`src/hw/gpio_pkg.sv`:
```
// Purpose: constants shared by the pin block and its bench
// Assumes: 20 pins in four ports, AXI4-Lite register access
// Notes:   byte addresses, one 32-bit word per register
package gpio_pkg;
  localparam int NUM_PINS = 20;
  localparam int NUM_PORTS = 4;
  localparam int CFG_W = 10;
  localparam int ADDR_W = 8;
  localparam int DATA_W = 32;

  // pin membership of each port; ports 2 and 3 are narrow
  localparam logic [NUM_PINS-1:0] PORT_PINS [NUM_PORTS] =
    '{20'h000FF, 20'h0FF00, 20'h30000, 20'hC0000};

  // register byte offsets
  localparam logic [ADDR_W-1:0] OFS_OUT_DATA  = 8'h00;
  localparam logic [ADDR_W-1:0] OFS_PIN_STATE = 8'h04;
  localparam logic [ADDR_W-1:0] OFS_INT_STAT  = 8'h08;
  localparam logic [ADDR_W-1:0] OFS_INT_MASK  = 8'h0C;
  localparam logic [ADDR_W-1:0] OFS_RISE_EN   = 8'h10;
  localparam logic [ADDR_W-1:0] OFS_FALL_EN   = 8'h14;
  localparam logic [ADDR_W-1:0] OFS_CFG_BASE  = 8'h40;
  localparam logic [ADDR_W-1:0] OFS_CFG_LAST  = 8'h8C;

  // per-pin config word fields
  localparam int CFG_MODE_LSB = 0;
  localparam int CFG_MODE_W   = 3;
  localparam int CFG_IN_EN    = 3;
  localparam int CFG_OUT_EN   = 4;
  localparam int CFG_LVTTL    = 5;
  localparam int CFG_SLOW     = 6;
  localparam int CFG_SRC_LSB  = 8;
  localparam int CFG_SRC_W    = 2;

  localparam logic [CFG_W-1:0] CFG_RESET = 10'h000;
  localparam logic [NUM_PINS-1:0] PINS_RESET = 20'h00000;

  localparam logic [1:0] RESP_OKAY   = 2'h0;
  localparam logic [1:0] RESP_SLVERR = 2'h2;

  typedef enum logic [2:0] {
    DM_ANALOG  = 3'h0,
    DM_INPUT   = 3'h1,
    DM_WUP_SDN = 3'h2,
    DM_SUP_WDN = 3'h3,
    DM_OD_LOW  = 3'h4,
    DM_OD_HIGH = 3'h5,
    DM_STRONG  = 3'h6,
    DM_WEAK    = 3'h7
  } drive_mode_type;

  typedef enum logic [1:0] {
    SRC_SOFT   = 2'h0,
    SRC_PERIPH = 2'h1,
    SRC_SERIAL = 2'h2,
    SRC_SPARE  = 2'h3
  } pin_src_type;
endpackage

```
`src/hw/gpio_port.sv`:
```
// Purpose: general-purpose pin block with per-pin modes and port interrupts
// Assumes: pad inputs asynchronous to mclk, AXI4-Lite slave at mclk
// Notes:   all pad controls registered, reset leaves every pin disabled
`timescale 1ns/10ps

// Notes on behaviour
// RULE1: twenty pins, each with its own configuration word
// RULE2: eight drive modes decoded per pin into drive and weak pulls
// RULE3: per-pin input threshold select, CMOS or LVTTL
// RULE4: input and output buffer enables separate from the drive mode; analog mode forces the input buffer off
// RULE5: per-pin slow slew select to limit switching noise
// RULE6: pins grouped into ports of up to eight bits, ports 2 and 3 narrower
// RULE7: during reset every pin buffer is held disabled
// RULE8: per-pin source select among software data and peripheral outputs
// RULE9: output data register drives pins, pin state register reads levels
// RULE10: a pin raises an interrupt only while enabled by its mask bit
// RULE11: pin interrupts merge into one request per port, four in total
// RULE12: pins routed to the two-wire serial bus use open-drain drive
// RULE13: pad inputs pass a two-flop synchroniser before any use
// RULE14: sticky per-pin flags set on edges, write one clears
module gpio_port (
  input  wire logic                           mclk,
  input  wire logic                           srst,
  input  wire logic [gpio_pkg::ADDR_W-1:0]    awaddr,
  input  wire logic                           awvalid,
  output logic                                awready,
  input  wire logic [gpio_pkg::DATA_W-1:0]    wdata,
  input  wire logic [3:0]                     wstrb,
  input  wire logic                           wvalid,
  output logic                                wready,
  output logic [1:0]                          bresp,
  output logic                                bvalid,
  input  wire logic                           bready,
  input  wire logic [gpio_pkg::ADDR_W-1:0]    araddr,
  input  wire logic                           arvalid,
  output logic                                arready,
  output logic [gpio_pkg::DATA_W-1:0]         rdata,
  output logic [1:0]                          rresp,
  output logic                                rvalid,
  input  wire logic                           rready,
  input  wire logic [gpio_pkg::NUM_PINS-1:0]  padIn,
  input  wire logic [gpio_pkg::NUM_PINS-1:0]  periphOut,
  input  wire logic [gpio_pkg::NUM_PINS-1:0]  serialOut,
  output logic [gpio_pkg::NUM_PINS-1:0]       padOut,
  output logic [gpio_pkg::NUM_PINS-1:0]       padOeN,
  output logic [gpio_pkg::NUM_PINS-1:0]       padPullUp,
  output logic [gpio_pkg::NUM_PINS-1:0]       padPullDown,
  output logic [gpio_pkg::NUM_PINS-1:0]       padInEn,
  output logic [gpio_pkg::NUM_PINS-1:0]       padLvttl,
  output logic [gpio_pkg::NUM_PINS-1:0]       padSlowSlew,
  output logic [gpio_pkg::NUM_PORTS-1:0]      portIrq,
  output logic                                irq
);
  import gpio_pkg::*;

  // {drive, driveValue, weakUp, weakDown}
  function automatic logic [3:0] drvDecode(input logic [2:0] m, input logic d);
    logic [3:0] r;
    r = 4'h0;
    case (drive_mode_type'(m))
      DM_ANALOG:  r = 4'h0;
      DM_INPUT:   r = 4'h0;
      DM_WUP_SDN: r = d ? 4'h2 : 4'h8;
      DM_SUP_WDN: r = d ? 4'hC : 4'h1;
      DM_OD_LOW:  r = d ? 4'h0 : 4'h8;
      DM_OD_HIGH: r = d ? 4'hC : 4'h0;
      DM_STRONG:  r = {1'b1, d, 2'h0};
      DM_WEAK:    r = {2'h0, d, ~d};
      default:    r = 4'h0;
    endcase
    return r;
  endfunction

  function automatic logic [DATA_W-1:0] byteMerge(input logic [DATA_W-1:0] old,
                                                  input logic [DATA_W-1:0] nw,
                                                  input logic [3:0] strb);
    logic [DATA_W-1:0] r;
    r = old;
    for (int b = 0; b < 4; b++) begin
      if (strb[b]) begin
        r[b*8 +: 8] = nw[b*8 +: 8];
      end
    end
    return r;
  endfunction

  function automatic logic isCfg(input logic [ADDR_W-1:0] a);
    return (a >= OFS_CFG_BASE) && (a <= OFS_CFG_LAST) && (a[1:0] == 2'h0);
  endfunction

  logic [CFG_W-1:0]    cfg_ff [NUM_PINS];
  logic [NUM_PINS-1:0] outData_ff;
  logic [NUM_PINS-1:0] intStat_ff;
  logic [NUM_PINS-1:0] intMask_ff;
  logic [NUM_PINS-1:0] riseEn_ff;
  logic [NUM_PINS-1:0] fallEn_ff;
  logic [NUM_PINS-1:0] sync1_ff;
  logic [NUM_PINS-1:0] sync2_ff;
  logic [NUM_PINS-1:0] pinState_ff;
  logic [ADDR_W-1:0]   awAddr_ff;
  logic [DATA_W-1:0]   wData_ff;
  logic [3:0]          wStrb_ff;
  logic                awHeld_ff;
  logic                wHeld_ff;

  // write channel: address and data accepted in any order
  wire                 awTake   = awvalid && awready;
  wire                 wTake    = wvalid && wready;
  wire                 doWrite  = awHeld_ff && wHeld_ff && !bvalid;
  wire [ADDR_W-1:0]    cfgWIdx  = (awAddr_ff - OFS_CFG_BASE) >> 2;
  wire                 wrCfg    = doWrite && isCfg(awAddr_ff);
  wire                 wrOut    = doWrite && (awAddr_ff == OFS_OUT_DATA);
  wire                 wrStat   = doWrite && (awAddr_ff == OFS_INT_STAT);
  wire                 wrMask   = doWrite && (awAddr_ff == OFS_INT_MASK);
  wire                 wrRise   = doWrite && (awAddr_ff == OFS_RISE_EN);
  wire                 wrFall   = doWrite && (awAddr_ff == OFS_FALL_EN);
  wire                 wrState  = awAddr_ff == OFS_PIN_STATE;
  wire                 wrKnown  = isCfg(awAddr_ff) || wrState
                                  || (awAddr_ff == OFS_OUT_DATA) || (awAddr_ff == OFS_INT_STAT)
                                  || (awAddr_ff == OFS_INT_MASK) || (awAddr_ff == OFS_RISE_EN)
                                  || (awAddr_ff == OFS_FALL_EN);
  wire [DATA_W-1:0]    wMerged  = byteMerge({DATA_W{1'b0}}, wData_ff, wStrb_ff);

  // read channel
  wire                 arTake   = arvalid && arready;
  wire [ADDR_W-1:0]    cfgRIdx  = (araddr - OFS_CFG_BASE) >> 2;
  wire [DATA_W-1:0]    rdCfg    = {{(DATA_W-CFG_W){1'b0}}, cfg_ff[cfgRIdx[4:0]]};
  wire [DATA_W-NUM_PINS-1:0] zPad = '0;
  wire                 rdKnown  = isCfg(araddr) || (araddr == OFS_OUT_DATA)
                                  || (araddr == OFS_PIN_STATE) || (araddr == OFS_INT_STAT)
                                  || (araddr == OFS_INT_MASK) || (araddr == OFS_RISE_EN)
                                  || (araddr == OFS_FALL_EN);
  wire [DATA_W-1:0]    rdMux    =
      isCfg(araddr)              ? rdCfg :
      (araddr == OFS_OUT_DATA)   ? {zPad, outData_ff} :
      (araddr == OFS_PIN_STATE)  ? {zPad, pinState_ff} :
      (araddr == OFS_INT_STAT)   ? {zPad, intStat_ff} :
      (araddr == OFS_INT_MASK)   ? {zPad, intMask_ff} :
      (araddr == OFS_RISE_EN)    ? {zPad, riseEn_ff} :
      (araddr == OFS_FALL_EN)    ? {zPad, fallEn_ff} : {DATA_W{1'b0}};

  always_ff @(posedge mclk) begin
    if (srst) begin
      awready   <= 1'b1;
      wready    <= 1'b1;
      awHeld_ff <= 1'b0;
      wHeld_ff  <= 1'b0;
      bvalid    <= 1'b0;
      bresp     <= RESP_OKAY;
      awAddr_ff <= '0;
      wData_ff  <= '0;
      wStrb_ff  <= 4'h0;
    end else begin
      if (awTake) begin
        awAddr_ff <= awaddr;
        awHeld_ff <= 1'b1;
        awready   <= 1'b0;
      end
      if (wTake) begin
        wData_ff <= wdata;
        wStrb_ff <= wstrb;
        wHeld_ff <= 1'b1;
        wready   <= 1'b0;
      end
      if (doWrite) begin
        bvalid <= 1'b1;
        bresp  <= (wrKnown && !wrState) ? RESP_OKAY : RESP_SLVERR;
      end
      if (bvalid && bready) begin
        bvalid    <= 1'b0;
        awHeld_ff <= 1'b0;
        wHeld_ff  <= 1'b0;
        awready   <= 1'b1;
        wready    <= 1'b1;
      end
    end
  end

  always_ff @(posedge mclk) begin
    if (srst) begin
      arready <= 1'b1;
      rvalid  <= 1'b0;
      rdata   <= '0;
      rresp   <= RESP_OKAY;
    end else if (arTake) begin
      arready <= 1'b0;
      rvalid  <= 1'b1;
      rdata   <= rdMux;
      rresp   <= rdKnown ? RESP_OKAY : RESP_SLVERR;
    end else if (rvalid && rready) begin
      rvalid  <= 1'b0;
      arready <= 1'b1;
    end
  end

  wire [DATA_W-1:0]    outMerged  = byteMerge({zPad, outData_ff}, wData_ff, wStrb_ff);
  wire [DATA_W-1:0]    maskMerged = byteMerge({zPad, intMask_ff}, wData_ff, wStrb_ff);
  wire [DATA_W-1:0]    riseMerged = byteMerge({zPad, riseEn_ff}, wData_ff, wStrb_ff);
  wire [DATA_W-1:0]    fallMerged = byteMerge({zPad, fallEn_ff}, wData_ff, wStrb_ff);

  // port-wide registers; byte enables honoured on the low lanes
  always_ff @(posedge mclk) begin
    if (srst) begin
      outData_ff <= PINS_RESET;
      intMask_ff <= PINS_RESET;
      riseEn_ff  <= PINS_RESET;
      fallEn_ff  <= PINS_RESET;
    end else begin
      if (wrOut) begin
        outData_ff <= outMerged[NUM_PINS-1:0]; // [RULE9]
      end
      if (wrMask) begin
        intMask_ff <= maskMerged[NUM_PINS-1:0]; // [RULE10]
      end
      if (wrRise) begin
        riseEn_ff <= riseMerged[NUM_PINS-1:0];
      end
      if (wrFall) begin
        fallEn_ff <= fallMerged[NUM_PINS-1:0];
      end
    end
  end

  // input path: first stage feeds only the second
  always_ff @(posedge mclk) begin
    if (srst) begin
      sync1_ff    <= PINS_RESET;
      sync2_ff    <= PINS_RESET;
      pinState_ff <= PINS_RESET;
    end else begin
      sync1_ff    <= padIn;                 // [RULE13]
      sync2_ff    <= sync1_ff;              // [RULE13]
      pinState_ff <= sync2_ff & padInEn;    // [RULE9]
    end
  end

  wire [NUM_PINS-1:0] levelNow = sync2_ff & padInEn;
  wire [NUM_PINS-1:0] edgeHit  = (levelNow & ~pinState_ff & riseEn_ff)
                                 | (~levelNow & pinState_ff & fallEn_ff);
  wire [NUM_PINS-1:0] clrBits  = wrStat ? wMerged[NUM_PINS-1:0] : PINS_RESET;

  // set wins over a simultaneous write-one clear
  always_ff @(posedge mclk) begin
    if (srst) begin
      intStat_ff <= PINS_RESET;
    end else begin
      intStat_ff <= (intStat_ff & ~clrBits) | (edgeHit & intMask_ff); // [RULE14] [RULE10]
    end
  end

  wire [NUM_PINS-1:0] pendBits = intStat_ff & intMask_ff;

  genvar gp;
  generate
    for (gp = 0; gp < NUM_PORTS; gp++) begin : g_port
      always_ff @(posedge mclk) begin
        if (srst) begin
          portIrq[gp] <= 1'b0;
        end else begin
          portIrq[gp] <= |(pendBits & PORT_PINS[gp]); // [RULE11] [RULE6]
        end
      end
    end
  endgenerate

  always_ff @(posedge mclk) begin
    if (srst) begin
      irq <= 1'b0;
    end else begin
      irq <= |pendBits;
    end
  end

  // per-pin configuration and pad control
  genvar gi;
  generate
    for (gi = 0; gi < NUM_PINS; gi++) begin : g_pin
      wire [2:0] modeRaw = cfg_ff[gi][CFG_MODE_LSB +: CFG_MODE_W];
      wire [1:0] src     = cfg_ff[gi][CFG_SRC_LSB +: CFG_SRC_W];
      wire       isSer   = pin_src_type'(src) == SRC_SERIAL;
      wire [2:0] mode    = isSer ? DM_OD_LOW : modeRaw;                   // [RULE12]
      wire       dSel    = (pin_src_type'(src) == SRC_PERIPH) ? periphOut[gi] :
                           isSer ? serialOut[gi] : outData_ff[gi];       // [RULE8]
      wire [3:0] drv     = drvDecode(mode, dSel);                         // [RULE2]
      wire       oEn     = cfg_ff[gi][CFG_OUT_EN];                        // [RULE4]
      wire       iEn     = cfg_ff[gi][CFG_IN_EN] && (mode != DM_ANALOG); // [RULE4]

      always_ff @(posedge mclk) begin
        if (srst) begin
          cfg_ff[gi] <= CFG_RESET;                                        // [RULE1]
        end else if (wrCfg && (cfgWIdx == ADDR_W'(gi))) begin
          cfg_ff[gi] <= wMerged[CFG_W-1:0];
        end
      end

      always_ff @(posedge mclk) begin
        if (srst) begin
          padOeN[gi]      <= 1'b1;                                        // [RULE7]
          padOut[gi]      <= 1'b0;
          padPullUp[gi]   <= 1'b0;
          padPullDown[gi] <= 1'b0;
          padInEn[gi]     <= 1'b0;                                        // [RULE7]
          padLvttl[gi]    <= 1'b0;
          padSlowSlew[gi] <= 1'b0;
        end else begin
          padOeN[gi]      <= !(oEn && drv[3]);
          padOut[gi]      <= drv[2];
          padPullUp[gi]   <= oEn && drv[1];
          padPullDown[gi] <= oEn && drv[0];
          padInEn[gi]     <= iEn;
          padLvttl[gi]    <= cfg_ff[gi][CFG_LVTTL];                       // [RULE3]
          padSlowSlew[gi] <= cfg_ff[gi][CFG_SLOW];                        // [RULE5]
        end
      end
    end
  endgenerate
endmodule

```
`config.mk`:
```
export PLATFORM = sky130hd
export DESIGN_NAME = gpio_port
export DESIGN_NICKNAME = d
export VERILOG_FILES = /design/src/hw/gpio_pkg.sv /design/src/hw/gpio_port.sv
export SDC_FILE = /design/constraint.sdc
export NUM_CORES = 1
export LEC_CHECK = 0
export BUFFER_PORTS_ARGS = -buffer_cell sky130_fd_sc_hd__buf_4
export CAP_MARGIN = 20
export CORE_MARGIN = 2
export CORE_UTILIZATION = 46
export CTS_BUF_LIST = sky130_fd_sc_hd__clkbuf_4
export DETAILED_ROUTE_END_ITERATION = 16
export GPL_ROUTABILITY_DRIVEN = 0
export PLACE_DENSITY_LB_ADDON = 0.2
export REMOVE_ABC_BUFFERS = 1
export SETUP_SLACK_MARGIN = 0.4
export SLEW_MARGIN = 15
export SYNTH_ARGS = -nofsm -noshare
export SYNTH_HDL_FRONTEND = slang
export SYNTH_SLANG_ARGS = --single-unit
```
`constraint.sdc`:
```
create_clock -name mclk -period 2.2 [get_ports mclk]
set_clock_uncertainty 0.05 [all_clocks]
set_input_delay 0.11 -clock mclk [delete_from_list [all_inputs] [get_ports mclk]]
set_output_delay 0.11 -clock mclk [all_outputs]
set_load 0.1 [all_outputs]
```
==> impl_summary.md, run 1 <==
Run status
The flow ran to the end, and the final reports show no timing, DRC or antenna violations.

Finish
Fill cells in the final layout number 4149. Counting flops per register, the top entry is cfg_ff. The net count of the finished layout is 3162. In the final layout, the share of cells above drive strength 1 is 0.291. The number of flip-flops in the largest register is 200. Measured on the finished design, the core utilization comes to 0.639. The area growth from synthesis to layout is 37.3%.

Synth
In this run the mean area of a mapped cell was 10.4 µm². The number of enable flip-flop cells after synthesis is 200. The synthesized instance count is 2359.

The biggest area consumer among synthesized cells is sky130_fd_sc_hd__dfxtp_1. Yosys instantiated no cell more often than sky130_fd_sc_hd__nor2_1. The most frequently used flop master after synthesis is sky130_fd_sc_hd__dfxtp_1. By area the synthesized netlist is led by sky130_fd_sc_hd__dfxtp_1 30%, sky130_fd_sc_hd__edfxtp_1 25%, sky130_fd_sc_hd__nor2_1 5.8%. The number of different library cells in the post-synthesis netlist is 76. After synthesis the cells add up to 24500 µm².

The share of synthesized area in the top cell type comes to 0.299. The dominant combinational cell family by area after synthesis is simple AND/OR/NAND/NOR gates. The post-synthesis share of cell area spent on full adders, half adders and majority gates is 0. The multiplexer fraction of the synthesized cell area is 0.0959. The share of the Yosys chip area taken by registers is 0.544. Of all flip-flops after synthesis, the portion carrying an async set or reset was 0. The simple-gate share of the synthesized area is 0.206. The total number of yosys warnings is 0. Sorting the synthesized cells by how often they occur yields 379 x sky130_fd_sc_hd__nor2_1, 365 x sky130_fd_sc_hd__dfxtp_1, 200 x sky130_fd_sc_hd__edfxtp_1, 168 x sky130_fd_sc_hd__nand2_1, 140 x sky130_fd_sc_hd__nor2b_1. In this run, synthesis produced a sequential element count of 565. Of the total synthesized cell area, the portion taken by XOR and XNOR cells is 0.0186. The complex-gate fraction of the synthesized area is 0.0995.

Timing
The upper clock frequency limit is 467 MHz. The number of endpoints failing setup at the final stage is 0. The final hold violation count is 0. Setup slack closes at 58.8 ps. For the finished layout, the period the worst path requires is 2140 ps. The max-slew violation total from the final report is 0. In the final timing run, aggregate negative setup slack is 0 ps. The worst-case headroom to the max-slew limit is 0.389.

The actual transition at the worst max-transition pin is 915 ps. In the finished design, the share of the clock period the worst path needs comes to 0.973. Setup repair after global routing could not meet its margin everywhere.

Routing
The remaining antenna violation count is 0. The first detailed-routing pass ran for 9 iterations. After detailed routing, the total wire length is 84400 µm. The number of DRC violations after detailed-routing iteration 0 is 2433. In the routed layout, each cell is associated on average with a via count of 5.67. Detailed routing inserted a total of 21849 vias. In the final routed layout, each cell accounts on average for 21.9 µm. In the routed design, unresolved DRC markers number 0.

Floorplan
The number of core rows is 84. The die span in x is 235 µm. Pin placement for this block handled 305 I/O pins. The y dimension of the die is 235 µm. The floorplan step defined a die boundary enclosing 55100 µm². The floorplan step defined a core boundary enclosing 52600 µm².

The initial utilization of the core area, before any placement, comes to 0.466.

Clocking
Clock-pin slew was measured on the worst setup and hold paths at 80 ps. In this run, CTS created clock tree buffers numbering 151. The root buffer cell chosen for the clock tree is sky130_fd_sc_hd__clkbuf_4. The number of clock sinks is 565. The clock reaches the later pin of the worst-skew pair after 1040 ps. The clock tree from TritonCTS is built.

CTS built an H-tree with a depth of 4. Counting along the longest clock path gives a buffer depth of 3.

Global route
The initial antenna violation count is 2. Summed over all layers, the global routing overflow is 0. The largest net degree at the start of global routing is 56. The via count of the first global-routing pass is 21021. The global-route wire length before repair is 124000 µm. The total routing resource utilization after global routing is 0.295.

Critical path
The worst setup path is of the reg2reg kind. The worst setup path is launched from a register. Data arrives at the worst endpoint at 2790 ps. In this run the worst path has a maximum fanout of 5.

The critical path data required time is 2850 ps. The worst setup path is captured at a register.

Hold path
The class of the tightest hold or removal check is in2reg.

Place
The pre-CTS setup slack is -9.91 ps. The count of buffers inserted at the top-level ports is 277. The wire-length estimate of the detail-placed layout is 56400 µm.

Power
The reported leakage power is 13.7 nW. In this run the power density over the cells is 725 nW/µm². The maximum vdd ir drop is 0.415 mV.

Job
The max capacitance violation total is 0.
[cells in the final DEF, fill, tap and decap left out, types with 22 or more instances in the layout]
master	Yosys	final
sky130_fd_sc_hd__mux2i_1	113	111
sky130_fd_sc_hd__xor2_1	52	52
sky130_fd_sc_hd__nand2b_1	36	36
sky130_fd_sc_hd__or3b_2	25	24
sky130_fd_sc_hd__nand3_1	47	44
sky130_fd_sc_hd__nand4_1	23	23
sky130_fd_sc_hd__nor2_4	0	22
sky130_fd_sc_hd__inv_1	40	40
sky130_fd_sc_hd__edfxtp_1	200	200
sky130_fd_sc_hd__buf_12	0	22
sky130_fd_sc_hd__mux4_2	48	48
sky130_fd_sc_hd__dfxtp_1	365	359
sky130_fd_sc_hd__buf_4	21	411
sky130_fd_sc_hd__o21ai_0	65	64
sky130_fd_sc_hd__dlygate4sd3_1	0	218
sky130_fd_sc_hd__nor3b_1	38	38
sky130_fd_sc_hd__nor2b_1	140	137
sky130_fd_sc_hd__o22a_1	22	22
sky130_fd_sc_hd__clkbuf_4	0	233
sky130_fd_sc_hd__a21oi_1	116	116
sky130_fd_sc_hd__nor4_1	44	44
sky130_fd_sc_hd__nand2_1	168	151
sky130_fd_sc_hd__nor2_1	379	338
sky130_fd_sc_hd__nor2_2	4	23
[metrics by stage]
step / total power, mW / cell area, µm² / hold slack (ps) / std cells
2_1_floorplan: 12.9 / 23800 / 128 / 2207
3_3_place_gp: 14.0 / 28100 / 266 / 3318
3_5_place_dp: 14.0 / 28100 / 273 / 3318
4_1_cts: 24.3 / 32600 / 9.86 / 3815
5_1_grt: 25.2 / 33600 / 52.5 / 3849
6_report: 24.3 / 33600 / 78.1 / 3852
[logic make-up after synthesis]
logic type	Yosys count
simple gates	995
flops	565
compound gates	368
buf+inv	205
mux	173
xor+xnor	52
other cells	1
[per-layer routing]
metal | up-vias | global-route usage | part of all wire
met4 | 2 | 0.131 | 0.039
met5 | - | 0 | 0.00011
met2 | 1193 | 0.469 | 0.47
met1 | 10552 | 0.372 | 0.39
met3 | 220 | 0.0883 | 0.10
li1 | 9882 | - | -
[worst paths after layout]
kind                                                start                     endpoint  slack, ps  cells past startpoint
worst max-delay path            awAddr_ff[0]$_SDFFE_PP0P_  cfg_ff[11][1]$_SDFFCE_PN0P_         60                      7
worst min-delay path                                 srst    padSlowSlew[7]$_SDFF_PP0_         80                      3
worst max register to register  awAddr_ff[0]$_SDFFE_PP0P_  cfg_ff[11][1]$_SDFFCE_PN0P_         60                      7
worst min register to register     sync1_ff[8]$_SDFF_PP0_       sync2_ff[8]$_SDFF_PP0_        350                      1
[area by class of cell]
class | instances | area, µm² | area share
Tap cell | 688 | 861 | 0.0256
Clock buffer | 233 | 1750 | 0.0521
Clock inverter | 37 | 319 | 0.00950
Timing Repair Buffer | 679 | 6160 | 0.183
Sequential cell | 565 | 13300 | 0.397
Multi-Input combinational cell | 1606 | 11000 | 0.328
Inverter | 40 | 150 | 0.00447
Antenna cell | 4 | 10.0 | 0.000298
[critical path, cell delays in order (launching register included)]
cell                      delay, ps
sky130_fd_sc_hd__dfxtp_1        310
sky130_fd_sc_hd__or2_1          250
sky130_fd_sc_hd__or4_4          510
sky130_fd_sc_hd__nor2_4         160
sky130_fd_sc_hd__buf_6          120
sky130_fd_sc_hd__buf_6          110
sky130_fd_sc_hd__a21o_4         160
sky130_fd_sc_hd__buf_12         120
[what timing repair did]
| action | 4_1_cts | 5_1_grt |
|---|---|---|
| endpoints found under the setup margin | 627 | 688 |
| pin swaps | 5 | 19 |
| setup buffers | 7 | 22 |
| gates resized for setup | 52 | 128 |
| hold buffers | 218 | 0 |
| hold endpoints to repair | 610 | 0 |
| gates cloned | 2 | 11 |
[power breakdown]
part	total, mW	leakage, nW	internal (mW)	switching (mW)
combinational	2.93	7.45	1.16	1.78
clock	10.1	1.23	5.52	4.53
sequential	11.4	5.04	11.1	0.290
(Power assumes the default switching activity.)
==> inputs of run 2 (changes only) <==
--- a/config.mk
+++ b/config.mk
@@ -7,6 +7,7 @@
 export LEC_CHECK = 0
 export BUFFER_PORTS_ARGS = -buffer_cell sky130_fd_sc_hd__buf_4
 export CAP_MARGIN = 20
+export CORE_ASPECT_RATIO = 0.75
 export CORE_MARGIN = 2
 export CORE_UTILIZATION = 46
 export CTS_BUF_LIST = sky130_fd_sc_hd__clkbuf_4
==> run 2 against run 1 <==
Effect of this change: the flow now finishes with violations (negative setup slack); cell count rose by 0.44%; die area barely moved; combinational power barely moved; register-to-register slack got worse by 180 ps; sequential share of layout area fell by 0.53 points; sequential power barely moved; critical endpoint is now cfg_ff[11][0]$_SDFFCE_PN0P_; largest power group unchanged.
==> impl_summary.md, run 2 (synthesis results as in run 1) <==
Place
The post-detailed-placement half-perimeter wirelength is 57600 µm. The count of buffers inserted at the top-level ports is 277.

Hold path
The worst-case hold path end point is rdata[2]$_SDFFE_PP0P_. In this run the worst hold path is classified as in2reg. The worst hold path begins at araddr[2]. The depth of the worst hold-timing path is 6.

Timing
Once routing completed, OpenROAD measured the worst setup slack at -117 ps. The upper clock frequency limit is 432 MHz. The max-slew violation total from the final report is 0. In this run the tightest slew margin relative to its limit is 0.406.

Hold is met by 59.9 ps. The number of endpoints failing setup at the final stage is 144. For the pin with the worst max-slew slack, the measured transition is 889 ps. After layout, the minimum clock period comes to 2320 ps.

Setup repair after global routing could not meet its margin everywhere. The final clock period utilization by the worst path is 1.05. The final hold violation count came to 0.

Critical path
For this run, the slowest stage of the critical path takes 460 ps. On the critical path the largest part of the delay comes from simple AND/OR/NAND/NOR gates. Counting buffers and inverters, the worst setup path is 8 cells deep. The signal on the critical path passes through or2_4 > or4_4 > buf_6 > nor2_4 > buf_6 > buf_6 > a21o_4 > clkbuf_16.

The cell that appears most often on the critical path is sky130_fd_sc_hd__buf_6. In this run the worst path has a maximum fanout of 5. At the worst endpoint, the required time is 2770 ps. At the worst endpoint, the arrival time is 2880 ps.

The count of buffer and inverter cells on the critical path is 4. The endpoint of the worst register-to-register path is cfg_ff[11][0]$_SDFFCE_PN0P_. The type of destination of the critical path is a register. Counting cells, the worst reg-to-reg path comes to 8.

The critical path's slowest cell is sky130_fd_sc_hd__or4_4. The critical register-to-register path startpoint is awAddr_ff[0]$_SDFFE_PP0P_. The setup slack of the worst register-to-register path is -120 ps.

The type of the worst setup path is reg2reg. The startpoint type of the worst setup path is a register.

Power
The net load switching power is 6.53 mW. The internal power is 17.3 mW. VDD sags by at most 0.380 mV. Dividing total power by cell area gives a power density of 702 nW/µm². The part of the power in the clock network is 0.401.

Of the total power, the share spent switching nets is 0.274. The total power of the final layout is 23.9 mW. The share of total power dissipated in combinational logic is 0.124. Summed over all cells, the static leakage comes to 13.6 nW. Of the total power, registers draw 0.476.

Floorplan
The floorplan step defined a die boundary enclosing 55100 µm². The floorplan has 73 rows. The core footprint is 52800 µm². The initial utilization of the core area, before any placement, comes to 0.464. The floorplan step set the die height to 204 µm. The die span in x is 270 µm. The number of primary I/O pins is 305.

Routing
For this block, the via count after detailed routing is 22026. The number of iterations in the first detailed-routing pass is 8. Dividing the detail-routed wire length by the instance count gives 22.6 µm. In the routed layout, each cell is associated on average with a via count of 5.69. The remaining design rule violation count is 0. The detail route stage leaves a number of antenna-violating nets equal to 0.

The number of DRC violations after detailed-routing iteration 0 is 2947. The final layout contains routed wiring with a total length of 87500 µm.

Finish
The library cell used most frequently in the layout, excluding fill and tap cells, is sky130_fd_sc_hd__buf_4. At the end of the flow, the number of nets in the layout was 3158. In the layout the commonest cells are 405 x sky130_fd_sc_hd__buf_4, 364 x sky130_fd_sc_hd__dfxtp_1, 279 x sky130_fd_sc_hd__nor2_1. The register with the most flip-flops in the layout has 200 of them. The area growth from synthesis to layout is 39.1%. In the final layout, the share of cells above drive strength 1 is 0.311. Counting flops per register, the top entry is cfg_ff.

Global route
The via count of the first global-routing pass is 20762. The global-route wire length before repair is 125000 µm. The total routing resource utilization after global routing is 0.300.

The total congestion overflow after global routing is 0. The largest net degree at the start of global routing is 57. The initial antenna violation count is 4.

Run status
The final reports fail on negative setup slack. The run finished, with violations left.

Clocking
The maximum root-to-sink buffer count is 3. The clock tree from TritonCTS is built. The clock root buffer is sky130_fd_sc_hd__clkbuf_4. Buffers inserted during clock tree synthesis total 144.

The later-pin clock latency in the skew report is 930 ps. The clock net in this run drives a total of 565 sinks. The maximum level of the CTS H-tree is 4. The clock input transition at the sequential cells of the worst setup and hold paths is 60 ps.

Job
The max capacitance violation total is 0.
[run 2: changes by cell type in the layout (fill, tap and decap cells not counted), sizes merged]
cell | previous run | this run
buf | 453 | 473
bufinv | 6 | 5
clkbuf | 241 | 227
clkinv | 26 | 24
clkinvlp | 2 | 1
diode | 4 | 8
dlygate4sd3 | 218 | 196
inv | 43 | 46
nand2 | 175 | 181
[run 2: what timing repair did]
| action | 4_1_cts | 5_1_grt |
|---|---|---|
| setup endpoints to repair | 502 | 575 |
| gates cloned | 5 | 18 |
| hold buffers | 196 | 0 |
| pin swaps | 24 | 22 |
| buffers inserted | 11 | 24 |
| endpoints found under the hold margin | 393 | 0 |
| gates resized for setup | 79 | 204 |
[run 2: through the flow]
stage | std cells | TNS (ps) | utilization | setup slack, ps | cell area, µm²
2_1_floorplan | 2207 | -118090 | - | -563 | 23800
3_3_place_gp | 3351 | -21330 | 0.536 | -173 | 28300
3_5_place_dp | 3351 | -17370 | 0.536 | -168 | 28300
4_1_cts | 3819 | -5320 | 0.619 | -87.5 | 32700
5_1_grt | 3868 | -7570 | 0.645 | -102 | 34000
6_report | 3869 | -7180 | 0.645 | -117 | 34000
[run 2: cell type report]
class                      count  area (µm²)
tap                          712         891
antenna                        8        20.0
sequential                   565       13300
clock buffer                 220        1650
multi-input combinational   1612       11400
fill                        4134       18800
inverter                      40         150
clock inverter                36         272
timing repair buffer         676        6350
[run 2: worst min-delay path, stage by stage]
cell                       delay (ps)
sky130_fd_sc_hd__buf_4            200
sky130_fd_sc_hd__buf_12           210
sky130_fd_sc_hd__a21oi_1          130
sky130_fd_sc_hd__o31ai_1           80
sky130_fd_sc_hd__o211ai_1         130
sky130_fd_sc_hd__a31oi_1           90
[run 2: worst max-delay path by stage]
stage	startpoint	endpoint	slack, ps
after global routing	awAddr_ff[0]$_SDFFE_PP0P_	cfg_ff[11][3]$_SDFFCE_PN0P_	-100
after detailed placement	awAddr_ff[0]$_SDFFE_PP0P_	cfg_ff[8][3]$_SDFFCE_PN0P_	-170
after global placement	awAddr_ff[0]$_SDFFE_PP0P_	cfg_ff[8][3]$_SDFFCE_PN0P_	-170
after floorplan	bvalid$_SDFFE_PP0P_	cfg_ff[0][0]$_SDFFCE_PN0P_	-560
final	awAddr_ff[0]$_SDFFE_PP0P_	cfg_ff[11][0]$_SDFFCE_PN0P_	-120
after CTS	awAddr_ff[0]$_SDFFE_PP0P_	cfg_ff[8][3]$_SDFFCE_PN0P_	-90
[run 2: routing by layer]
layer | wire, µm | global-route usage
met5 | 0 | 0
met4 | 2750 | 0.111
met3 | 9450 | 0.0821
met2 | 39300 | 0.448
met1 | 36000 | 0.416
[run 2: power by group through the flow]
stage                     clock, mW  sequential [mW]  combinational [mW]
after global routing           10.3             11.4                3.08
final                          9.57             11.4                2.95
after global placement            0             11.6                2.43
after detailed placement          0             11.6                2.46
after CTS                      9.64             11.3                2.79
after floorplan                   0             12.0               0.857
